### src/rtl/acp_pkg.sv
// Constants and types shared by the cell port and its receive FIFO
package acp_pkg;
  localparam int BYTE_W = 8;
  localparam int PHY_ADDR_W = 2;
  localparam int LEN_W = 7;
  localparam logic [6:0] CELL_STD_LEN = 7'h35;
  localparam logic [6:0] CELL_MAX_LEN = 7'h40;
  localparam int CONN_COUNT = 32;
  localparam int CONN_IDX_W = 5;
  localparam logic [6:0] CONN_BYTE_IDX = 7'h03;
  localparam int CONN_LSB = 3;
  localparam int FIFO_DEPTH = 8;
  localparam int FIFO_W = 9;
  localparam int PACE_W = 16;
  localparam logic [3:0] PACE_CREDIT_MAX = 4'hF;
  localparam logic [2:0] SER_LAST_BIT = 3'h7;
  localparam logic [2:0] SER_FIRST_CNT = 3'h1;

  typedef enum logic [0:0] {
    ACP_IDLE = 1'b0,
    ACP_RUN = 1'b1
  } acp_state_type;
endpackage

### src/rtl/acp_fifo_if.sv
// Valid/ready carrier between the cell port and its receive FIFO
interface acp_fifo_if #(parameter int W = 9);
  logic in_valid;
  logic in_ready;
  logic [W-1:0] in_data;
  logic nearly_full;
  logic out_valid;
  logic out_ready;
  logic [W-1:0] out_data;

  modport store (
    input in_valid, in_data, out_ready,
    output in_ready, nearly_full, out_valid, out_data
  );
  modport user (
    output in_valid, in_data, out_ready,
    input in_ready, nearly_full, out_valid, out_data
  );
endinterface

### src/rtl/acp_fifo.sv
// Receive FIFO with registered read data
module acp_fifo #(
  parameter int W = 9,
  parameter int DEPTH = 8
) (
  // Clock and reset
  input wire logic core_clk,
  input wire logic resetn,
  // Both sides
  acp_fifo_if.store q
);
  localparam int AW = $clog2(DEPTH);
  localparam logic [AW:0] FULL_CNT = (AW + 1)'(DEPTH);
  localparam logic [AW:0] NEAR_CNT = (AW + 1)'(DEPTH - 1);
  localparam logic [AW-1:0] LAST_PTR = AW'(DEPTH - 1);

  logic [W-1:0] mem [DEPTH];
  logic [AW-1:0] wr_q;
  logic [AW-1:0] rd_q;
  logic [AW:0] cnt_q;
  logic ov_q;
  logic [W-1:0] od_q;

  wire push = q.in_valid && q.in_ready;
  wire load = (cnt_q != '0) && (!ov_q || q.out_ready);
  wire [AW:0] cnt_d = cnt_q + {{AW{1'b0}}, push} - {{AW{1'b0}}, load};

  assign q.in_ready = cnt_q != FULL_CNT;
  assign q.nearly_full = cnt_q >= NEAR_CNT;
  assign q.out_valid = ov_q;
  assign q.out_data = od_q;

  // Storage has no reset; only written entries are ever read
  always_ff @(posedge core_clk) begin
    if (push) begin
      mem[wr_q] <= q.in_data;
    end
  end

  always_ff @(posedge core_clk or negedge resetn) begin
    if (!resetn) begin
      wr_q <= '0;
      rd_q <= '0;
      cnt_q <= '0;
      ov_q <= 1'b0;
      od_q <= '0;
    end else begin
      cnt_q <= cnt_d;
      if (push) begin
        wr_q <= (wr_q == LAST_PTR) ? '0 : wr_q + 1'b1;
      end
      if (load) begin
        rd_q <= (rd_q == LAST_PTR) ? '0 : rd_q + 1'b1;
        od_q <= mem[rd_q];
        ov_q <= 1'b1;
      end else if (q.out_ready) begin
        ov_q <= 1'b0;
      end
    end
  end
endmodule

### src/rtl/acp_cell_port.sv
// Byte-wide cell port with pace scheduler, serial byte aligner and receive FIFO

////////////////////////////////////////////////////////////////////////////////
// How it works
// - Cell data moves eight bits per cycle
// - Handshake checked once per whole cell
// - Cell waits in the PHY, then moves whole
// - Two-bit PHY address selects one of four
// - Receive wins over transmit at every start
// - Serial cells only on byte-aligned streams
// - Timer tick paces transmit cells
// - Lookup covers 32 internal connections
// - Cells of 53 up to 64 bytes
// - Ethernet channel off while cell port used
// - Cell port takes over port D pins
module acp_cell_port (
  // Clock and reset
  input wire logic core_clk,
  input wire logic resetn,
  // Configuration
  input wire logic cell_port_en,
  input wire logic [acp_pkg::LEN_W-1:0] cfg_cell_len,
  input wire logic [acp_pkg::PHY_ADDR_W-1:0] cfg_phy_addr,
  input wire logic [acp_pkg::PACE_W-1:0] cfg_pace_period,
  input wire logic [acp_pkg::CONN_COUNT-1:0] conn_en,
  // Cell port, shared pins
  output logic [acp_pkg::PHY_ADDR_W-1:0] phy_addr_q,
  output logic eth_disable_q,
  output logic port_d_sel_q,
  // Cell port, receive
  input wire logic [acp_pkg::BYTE_W-1:0] rx_cell_data,
  input wire logic rx_cell_avail,
  output logic rx_cell_enb_n_q,
  // Cell port, transmit
  output logic [acp_pkg::BYTE_W-1:0] tx_cell_data_q,
  output logic tx_cell_soc_q,
  output logic tx_cell_enb_n_q,
  input wire logic tx_cell_avail,
  // User side, received bytes
  output logic rx_out_valid,
  output logic rx_out_soc,
  output logic [acp_pkg::BYTE_W-1:0] rx_out_data,
  input wire logic rx_out_ready,
  output logic rx_conn_miss_q,
  // User side, bytes to send
  input wire logic tx_in_valid,
  input wire logic [acp_pkg::BYTE_W-1:0] tx_in_data,
  output logic tx_in_ready_q,
  // Serial channel
  input wire logic ser_bit_en,
  input wire logic ser_bit,
  input wire logic ser_byte_sync,
  output logic [acp_pkg::BYTE_W-1:0] ser_byte_q,
  output logic ser_byte_valid_q
);
  acp_fifo_if #(.W(acp_pkg::FIFO_W)) rxq ();

  acp_fifo #(
    .W(acp_pkg::FIFO_W),
    .DEPTH(acp_pkg::FIFO_DEPTH)
  ) u_rx_fifo (
    .core_clk(core_clk),
    .resetn(resetn),
    .q(rxq.store)
  );

  acp_pkg::acp_state_type rx_st_q;
  acp_pkg::acp_state_type rx_st_d;
  acp_pkg::acp_state_type tx_st_q;
  acp_pkg::acp_state_type tx_st_d;
  logic [acp_pkg::LEN_W-1:0] len_q;
  logic [acp_pkg::LEN_W-1:0] rx_cnt_q;
  logic [acp_pkg::LEN_W-1:0] tx_cnt_q;
  logic rx_hit_q;
  logic [acp_pkg::PACE_W-1:0] pace_cnt_q;
  logic [3:0] credit_q;
  logic ser_aligned_q;
  logic [2:0] ser_cnt_q;
  logic [acp_pkg::BYTE_W-2:0] ser_shift_q;

  ////////////////////////////////////////////////////////////////////////////////
  // Selection and arbitration

  // Out-of-range settings clamp so both directions always see a legal length
  wire [acp_pkg::LEN_W-1:0] len_sel =
    (cfg_cell_len < acp_pkg::CELL_STD_LEN) ? acp_pkg::CELL_STD_LEN :
    (cfg_cell_len > acp_pkg::CELL_MAX_LEN) ? acp_pkg::CELL_MAX_LEN :
    cfg_cell_len;
  wire [acp_pkg::LEN_W-1:0] len_last = len_q - 1'b1;
  wire busy = (rx_st_q == acp_pkg::ACP_RUN) || (tx_st_q == acp_pkg::ACP_RUN);
  // One PHY address is shared, so only one cell is in flight at a time
  wire rx_start = cell_port_en && !busy && rx_cell_avail && !rxq.nearly_full;
  wire tx_start = cell_port_en && !busy && !rx_cell_avail && tx_cell_avail
                  && (credit_q != '0) && tx_in_valid;
  wire rx_take = !rx_cell_enb_n_q;
  wire rx_last = rx_take && (rx_cnt_q == len_last);
  wire rx_more = (rx_st_q == acp_pkg::ACP_RUN) && !rx_last && !rxq.nearly_full;
  wire tx_take = tx_in_ready_q && tx_in_valid;
  wire tx_last = tx_take && (tx_cnt_q == len_last);
  wire pace_tick = pace_cnt_q >= cfg_pace_period;
  wire credit_inc = pace_tick && (credit_q != acp_pkg::PACE_CREDIT_MAX);
  wire [3:0] credit_d = credit_q + {3'h0, credit_inc} - {3'h0, tx_start};
  wire conn_byte = rx_take && (rx_cnt_q == acp_pkg::CONN_BYTE_IDX);
  wire [acp_pkg::CONN_IDX_W-1:0] conn_idx =
    rx_cell_data[acp_pkg::CONN_LSB +: acp_pkg::CONN_IDX_W];
  wire ser_step = ser_bit_en && (ser_byte_sync || ser_aligned_q);
  wire ser_done = ser_step && !ser_byte_sync && (ser_cnt_q == acp_pkg::SER_LAST_BIT);

  assign rxq.in_valid = rx_take;
  assign rxq.in_data = {rx_cnt_q == '0, rx_cell_data};
  assign rxq.out_ready = rx_out_ready;
  assign rx_out_valid = rxq.out_valid;
  assign rx_out_soc = rxq.out_data[acp_pkg::BYTE_W];
  assign rx_out_data = rxq.out_data[acp_pkg::BYTE_W-1:0];

  always_comb begin
    case (rx_st_q)
      acp_pkg::ACP_IDLE: rx_st_d = rx_start ? acp_pkg::ACP_RUN : acp_pkg::ACP_IDLE;
      acp_pkg::ACP_RUN: rx_st_d = rx_last ? acp_pkg::ACP_IDLE : acp_pkg::ACP_RUN;
      default: rx_st_d = acp_pkg::ACP_IDLE;
    endcase
  end

  always_comb begin
    case (tx_st_q)
      acp_pkg::ACP_IDLE: tx_st_d = tx_start ? acp_pkg::ACP_RUN : acp_pkg::ACP_IDLE;
      acp_pkg::ACP_RUN: tx_st_d = tx_last ? acp_pkg::ACP_IDLE : acp_pkg::ACP_RUN;
      default: tx_st_d = acp_pkg::ACP_IDLE;
    endcase
  end

  ////////////////////////////////////////////////////////////////////////////////
  // Port ownership and cell length

  always_ff @(posedge core_clk or negedge resetn) begin
    if (!resetn) begin
      eth_disable_q <= 1'b0;
      port_d_sel_q <= 1'b0;
      phy_addr_q <= '0;
      len_q <= acp_pkg::CELL_STD_LEN;
    end else begin
      eth_disable_q <= cell_port_en;
      port_d_sel_q <= cell_port_en;
      if (rx_start || tx_start) begin
        // Address is only valid while a cell moves; outside glue gates by it
        phy_addr_q <= cfg_phy_addr;
        len_q <= len_sel;
      end
    end
  end

  ////////////////////////////////////////////////////////////////////////////////
  // Receive

  always_ff @(posedge core_clk or negedge resetn) begin
    if (!resetn) begin
      rx_st_q <= acp_pkg::ACP_IDLE;
      rx_cnt_q <= '0;
      rx_cell_enb_n_q <= 1'b1;
      rx_hit_q <= 1'b0;
      rx_conn_miss_q <= 1'b0;
    end else begin
      rx_st_q <= rx_st_d;
      // FIFO margin of one keeps the byte already requested from being lost
      rx_cell_enb_n_q <= !(rx_start || rx_more);
      if (rx_start) begin
        rx_cnt_q <= '0;
      end else if (rx_take) begin
        rx_cnt_q <= rx_cnt_q + 1'b1;
      end
      if (conn_byte) begin
        rx_hit_q <= conn_en[conn_idx];
      end
      rx_conn_miss_q <= rx_last && !rx_hit_q;
    end
  end

  ////////////////////////////////////////////////////////////////////////////////
  // Transmit and pacing

  always_ff @(posedge core_clk or negedge resetn) begin
    if (!resetn) begin
      tx_st_q <= acp_pkg::ACP_IDLE;
      tx_cnt_q <= '0;
      tx_in_ready_q <= 1'b0;
      tx_cell_enb_n_q <= 1'b1;
      tx_cell_soc_q <= 1'b0;
      tx_cell_data_q <= '0;
      pace_cnt_q <= '0;
      credit_q <= '0;
    end else begin
      tx_st_q <= tx_st_d;
      tx_in_ready_q <= tx_start || (tx_in_ready_q && !tx_last);
      tx_cell_enb_n_q <= !tx_take;
      tx_cell_soc_q <= tx_take && (tx_cnt_q == '0);
      if (tx_take) begin
        tx_cell_data_q <= tx_in_data;
      end
      if (tx_start) begin
        tx_cnt_q <= '0;
      end else if (tx_take) begin
        tx_cnt_q <= tx_cnt_q + 1'b1;
      end
      pace_cnt_q <= pace_tick ? '0 : pace_cnt_q + 1'b1;
      credit_q <= credit_d;
    end
  end

  ////////////////////////////////////////////////////////////////////////////////
  // Serial byte aligner

  always_ff @(posedge core_clk or negedge resetn) begin
    if (!resetn) begin
      ser_aligned_q <= 1'b0;
      ser_cnt_q <= '0;
      ser_shift_q <= '0;
      ser_byte_q <= '0;
      ser_byte_valid_q <= 1'b0;
    end else begin
      ser_byte_valid_q <= ser_done;
      if (ser_step) begin
        ser_shift_q <= {ser_shift_q[acp_pkg::BYTE_W-3:0], ser_bit};
      end
      // Without a sync there is no byte boundary, so bits are dropped
      if (ser_bit_en && ser_byte_sync) begin
        ser_aligned_q <= 1'b1;
        ser_cnt_q <= acp_pkg::SER_FIRST_CNT;
      end else if (ser_step) begin
        ser_cnt_q <= ser_cnt_q + 1'b1;
      end
      if (ser_done) begin
        ser_byte_q <= {ser_shift_q, ser_bit};
      end
    end
  end
endmodule

### config.mk
export PLATFORM = sky130hd
export DESIGN_NAME = acp_cell_port
export DESIGN_NICKNAME = d
export VERILOG_FILES = /design/src/rtl/acp_pkg.sv /design/src/rtl/acp_fifo_if.sv /design/src/rtl/acp_fifo.sv /design/src/rtl/acp_cell_port.sv
export SDC_FILE = /design/constraint.sdc
export NUM_CORES = 1
export LEC_CHECK = 0
export ABC_AREA = 1
export BUFFER_PORTS_ARGS = -buffer_cell sky130_fd_sc_hd__buf_2
export CAP_MARGIN = 10
export CORE_MARGIN = 3
export CORE_UTILIZATION = 45
export CTS_CLUSTER_SIZE = 28
export DETAILED_ROUTE_END_ITERATION = 16
export GPL_TIMING_DRIVEN = 0
export PLACE_DENSITY_LB_ADDON = 0.2
export SETUP_SLACK_MARGIN = 0.15
export SLEW_MARGIN = 20
export SYNTH_ARGS = -nofsm -noshare
export SYNTH_HDL_FRONTEND = slang
export SYNTH_SLANG_ARGS = --single-unit
### constraint.sdc
create_clock -name core_clk -period 3.4 [get_ports core_clk]
set_input_delay 0.34 -clock core_clk [delete_from_list [all_inputs] [get_ports core_clk]]
set_output_delay 0.34 -clock core_clk [all_outputs]
set_load 0.05 [all_outputs]
### Word-level counts from Yosys, hierarchy flattened

Memories as Yosys holds them, arrays and structs flattened. A register that Yosys moved wholly into a read port is not among the register bits.
Cells that the tools add are included.

* magnitude comparators: 5
* add/sub/neg operators: 11
* reductions and logical operators: 48
* eq/ne operators: 9
* mux-type cells: 23
* bitwise gates (word level): 2

Operators by type and width (count)
* two-way mux 7 bit: 6
* logical AND 1 bit: 23
* adder 16 x 1 -> 16 bit, second input constant: 1
* >= comparator 16 bit: 1
* two-way mux 16 bit: 1
* adder 7 x 1 -> 7 bit, second input constant: 2
* equality test 7 bit: 2
* logical NOT 7 bit: 2
* logical NOT 1 bit: 12
* two-way mux 3 bit: 4
* adder 3 x 1 -> 3 bit, second input constant: 3
* equality test 3 bit, second input constant: 3
* two-way mux 1 bit: 9
* adder 4 x 1 -> 4 bit: 2
* != test 4 bit, second input constant: 2
* nonzero test 4 bit: 2
* subtractor 4 x 1 -> 4 bit: 2
* equality test 7 x 2 -> 1 bit, second input constant: 1
* > comparator 7 bit, second input constant: 1
* less-than comparator 7 x 6 -> 1 bit, second input constant: 1
* subtractor 7 x 1 -> 7 bit, second input constant: 1
* logical OR 1 bit: 6
* less-than comparator 5 x 6 -> 1 bit, second input constant: 1
* nonzero test 2 bit: 3
* other kinds (5): 7

* flip-flop bits (word level): 91
* input port bits: 83
* bits in writable memories: 72
* output and inout port bits: 36
* word-level logic and storage cells: 124
* memories kept: 1

Memory list
* u_rx_fifo.mem: depth 8, bits a word 9, read ports 1, clocked after memory_dff 1, write ports 1, line acp_fifo.sv:17 `logic [W-1:0] mem [DEPTH];`

### Longest topological paths before layout

* depth after elaboration: 9
* mapped depth: 16

### Cells and area by module

Synthesis repeated with hierarchy kept, for this count alone.

* cells, all modules: 991
* area, all modules: 8762.2 µm²

By module, submodules not included
* acp_cell_port: instances 1, cells each 598, area an instance 4724.5 µm²
* acp_fifo: instances 1, cells each 393, area an instance 4037.6 µm²

### Least setup slack after synthesis

OpenSTA, ideal clock, no wires.

* path kind: reg-to-reg
* from: register pace_cnt_q[3] in the netlist's numbering
* to: register credit_q[2]
* arrival time: 2.381 ns
* clock period less this slack: 2.504 ns
* cell stages (with the launch flop): 14
* setup slack: 0.896 ns
* cell sequence: dfrtp_1 -> ha_1 -> nand2_1 -> o21a_1 -> nor2_1 -> o21ai_1 -> nand3_2 -> buf_6 -> nand2_1 -> ha_1 -> inv_1 -> ha_1 -> fa_1 -> xor2_1

* longest elaborated chain between the ends: 4

Ends and longest elaborated chain
* from (decl): line acp_cell_port.sv:75 `logic [acp_pkg::PACE_W-1:0] pace_cnt_q;`
* from (signal assigned): line acp_cell_port.sv:204 `pace_cnt_q <= pace_tick ? '0 : pace_cnt_q + 1'b1;`
* >= comparator 16 bit: line acp_cell_port.sv:100 `wire pace_tick = pace_cnt_q >= cfg_pace_period;`
* logical AND 1 bit: line acp_cell_port.sv:101 `wire credit_inc = pace_tick && (credit_q != acp_pkg::PACE_CREDIT_MAX);`
* adder 4 x 1 -> 4 bit: line acp_cell_port.sv:102 `wire [3:0] credit_d = credit_q + {3'h0, credit_inc} - {3'h0, tx_start};`
* subtractor 4 x 1 -> 4 bit: line acp_cell_port.sv:102
* via credit_d[2]: line acp_cell_port.sv:102
* to (signal assigned): line acp_cell_port.sv:205 `credit_q <= credit_d;`
* to (decl): line acp_cell_port.sv:76 `logic [3:0] credit_q;`

The timed path passes the listed nets, and every way through them passes these cells.
A chain may end at the register's enable or synchronous reset.

### Final worst setup path

* from: register pace_cnt_q[9] in the netlist's numbering
* to: register credit_q[2]

The elaborated chain is that of the path after synthesis.

==> impl_metrics.csv <==
group,metric,value,unit
global_route,grt_pass1_wl,29300,µm
sta,setup_ws,0.612,ns
routing,drt-pass1-iter-count,5,
synthesis,synth_area_per_cell,9.73,µm²
clock_network,clk_pin_slew,0.06,ns
routing,top_layer_used,"met4",
die,die_y,143,µm
sta,fin_tns_setup,0,ns
routing,drc,0,
setup_path,ff2ff_path_depth,12,
synthesis,netlist_area,0.00847,mm²
routing,wl_met1,8370,µm
final_layout,layout_commonest_cell,"nand2_1",
die,die_width,143,µm
routing,vias,6278,
setup_path,startpoint_type,"flip-flop",
power,p_leak,4.67,nW
die,die-area,0.0205,mm²
clock_network,cts.htree.levels,4,
final_layout,layout-drive-gt1-share,20.0,%
sta,fin_crit,2.79,ns
clock_network,cts_root_buffer,"clkbuf_16",
setup_path,crit_path_end_kind,"flip-flop",
sta,post-route-period-util,82.0,%
power,p_per_area,818,mW/mm²
synthesis,synthFlopType,"dfrtp_1",
global_route,grt.overflow.total,0,
global_route,grt_pass1_vias,6205,
global_route,grt_max_degree,74,
sta,slew_viol_final,0,
setup_path,cp_data_required_time,3.71,ns
setup_path,arrival,3.09,ns
synthesis,synthDistinctLibCells,48,
sta,finalHoldViolations,0,
sta,relSlewSlack,39.2,%
routing,ant_nets,0,
synthesis,syn_inst,870,
final_layout,final_cell_mix,"191 x nand2_1, 125 x buf_2, 94 x dfrtp_1",
place,hpwl,13000,µm
routing,route.met3.wl,592,µm
synthesis,synth-seq-cells,172,
synthesis,yosys-top-cells-area,"dfrtp_1 28%, edfxtp_1 26%, nand2_1 8.5%, ha_1 6.1%, nor2_1 4.1%",
routing,drt_iter0_drc,274,
sta,rsz0062_at_grt,"no",
sta,setup_viol,0,
synthesis,synth-seq-area-share,55.2,%
die,core,0.0182,mm²
run,maxCapViolCount,0,
routing,avgRoutedWirePerCell,14.2,µm
setup_path,cp_max_fo,10,
clock_network,cts_tree,"yes",
clock_network,clockBufferDepth,2,
die,core.rowCount,49,
hold_path,hp-class,"input port to flip-flop",
final_layout,antenna_cells,0,
place,gp_congestion,0.792,
status,status,"finished, final reports clean",
global_route,grt.total_usage,18.1,%
power,ir_worst_vdd,591,µV
synthesis,yosysWarnings,0,
clock_network,cts_resized,0,
place,io_buffers,118,
sta,clock_skew,0.0108,ns
clock_network,hold_buffers,1,
power,finalPower,0.00815,W
routing,wirelength,17700,µm
die,start_util,46.5,%
clock_network,cts_setup_buffers,0,
clock_network,cts.sinks,172,
sta,fmax,359,MHz
clock_network,clk_latency,0.42,ns
synthesis,synth_top_area_share,27.8,%
final_layout,layout-area-overhead-vs-synth,17.6,%
hold_path,holdPathStages,1,
clock_network,numCtsBuffers,17,
place,dp_worst_setup_slack,0.572,ns
global_route,grt_antenna_before_repair,0,
setup_path,crit_type,"flip-flop to flip-flop",
routing,viasPerCell,5.02,
sta,worstMarginPinSlew,0.908,ns
die,io_pins,119,
routing,route.met2.wl,8510,µm
synthesis,async_flop_share,58.1,%
synthesis,synth.net_count,996,
synthesis,netlist.top_cell.by_area,"dfrtp_1",
synthesis,synth_edf_count,72,
final_layout,final_nets,1135,
cell families (layout without fill, tap and decap cells):
family	count (synthesis)	count (layout)	share of synthesized area [%]
fa+ha+maj	43	43	6.53
buf+inv	116	268	5.84
compound gates	125	125	8.82
xor+xnor	24	24	3.15
simple gates	381	381	19.4
mux	9	9	1.06
flops	172	172	55.2
report_power, final:
group | leakage [nW] | switching, W | total (W) | internal [W]
sequential | 1.89 | 0.000372 | 0.00315 | 0.00277
combinational | 2.51 | 0.00205 | 0.00311 | 0.00107
clock | 0.272 | 0.000802 | 0.00189 | 0.00109
cell type report:
class | count | area, µm²
Inverter | 90 | 338
Multi-Input combinational cell | 582 | 3300
Timing Repair Buffer | 120 | 634
Clock buffer | 19 | 433
Sequential cell | 172 | 4670
Tap cell | 229 | 287
Fill cell | 1592 | 8250
Buffer | 26 | 156
Clock inverter | 13 | 140
path summary, 6_finish.rpt:
check,endpoint,slack [ns],start
min in group asynchronous,ser_byte_valid_q$_DFF_PN0_,0.35,resetn
setup / recovery,credit_q[2]$_DFF_PN0_,0.61,pace_cnt_q[9]$_DFF_PN0_
max in group asynchronous,len_q[0]$_DFFE_PN1P_,2.35,resetn
hold / removal,port_d_sel_q$_DFF_PN0_,0.06,cell_port_en
hold reg to reg,phy_addr_q[1]$_DFFE_PN0P_,0.47,phy_addr_q[1]$_DFFE_PN0P_
setup reg to reg,credit_q[2]$_DFF_PN0_,0.61,pace_cnt_q[9]$_DFF_PN0_
Yosys cell counts, types with 4 or more instances:
master	count
a21oi_1	20
buf_2	8
buf_4	7
clkbuf_1	7
dfrtp_1	94
dfstp_2	6
edfxtp_1	72
ha_1	41
inv_1	81
inv_2	8
mux2i_1	9
nand2_1	191
nand2_2	6
nand3_1	51
nand4_1	10
nor2_1	93
nor2_2	4
nor3_1	11
o211ai_1	18
o21ai_0	51
o21ai_1	12
o22ai_1	9
xnor2_1	8
xor2_1	12
layer usage:
layer	track usage [%]	vias to the layer above
met5	0	-
met4	5.50	0
met3	3.22	23
met2	31.0	130
met1	23.6	2934
li1	-	3191
per-stage QoR:
| step | hold WS, ns | util, % | instances | area [µm²] |
|---|---|---|---|---|
| floorplan | 0.0444 | - | 870 | 8470 |
| global placement | 0.451 | 51.3 | 1217 | 9340 |
| detailed placement | 0.231 | 51.5 | 1218 | 9380 |
| CTS | 0.0507 | 54.7 | 1251 | 9960 |
| global route | 0.0483 | 54.7 | 1251 | 9960 |
| finish | 0.0619 | 54.7 | 1251 | 9960 |
registers in the layout (all words and copies together), names as in the netlist, 2 cells and up:
signal	count
phy_addr_q	2
ser_shift_q	7
u_rx_fifo.wr_q	3
tx_cnt_q	7
len_q	7
ser_cnt_q	3
u_rx_fifo.cnt_q	4
tx_cell_data_q	8
u_rx_fifo.q.out_data	9
u_rx_fifo.rd_q	3
rx_cnt_q	7
u_rx_fifo.mem	72
pace_cnt_q	16
ser_byte_q	8
credit_q	4
critical path, cell delays in order (launching register included):
cell	delay, ns
dfrtp_1	0.47
ha_1	0.34
nand2_1	0.05
nor3_1	0.26
o21ai_1	0.13
nand3_2	0.16
buf_6	0.17
nand2_1	0.07
ha_1	0.27
inv_1	0.03
ha_1	0.20
fa_1	0.38
xor2_1	0.15
(Power assumes the default switching activity.)
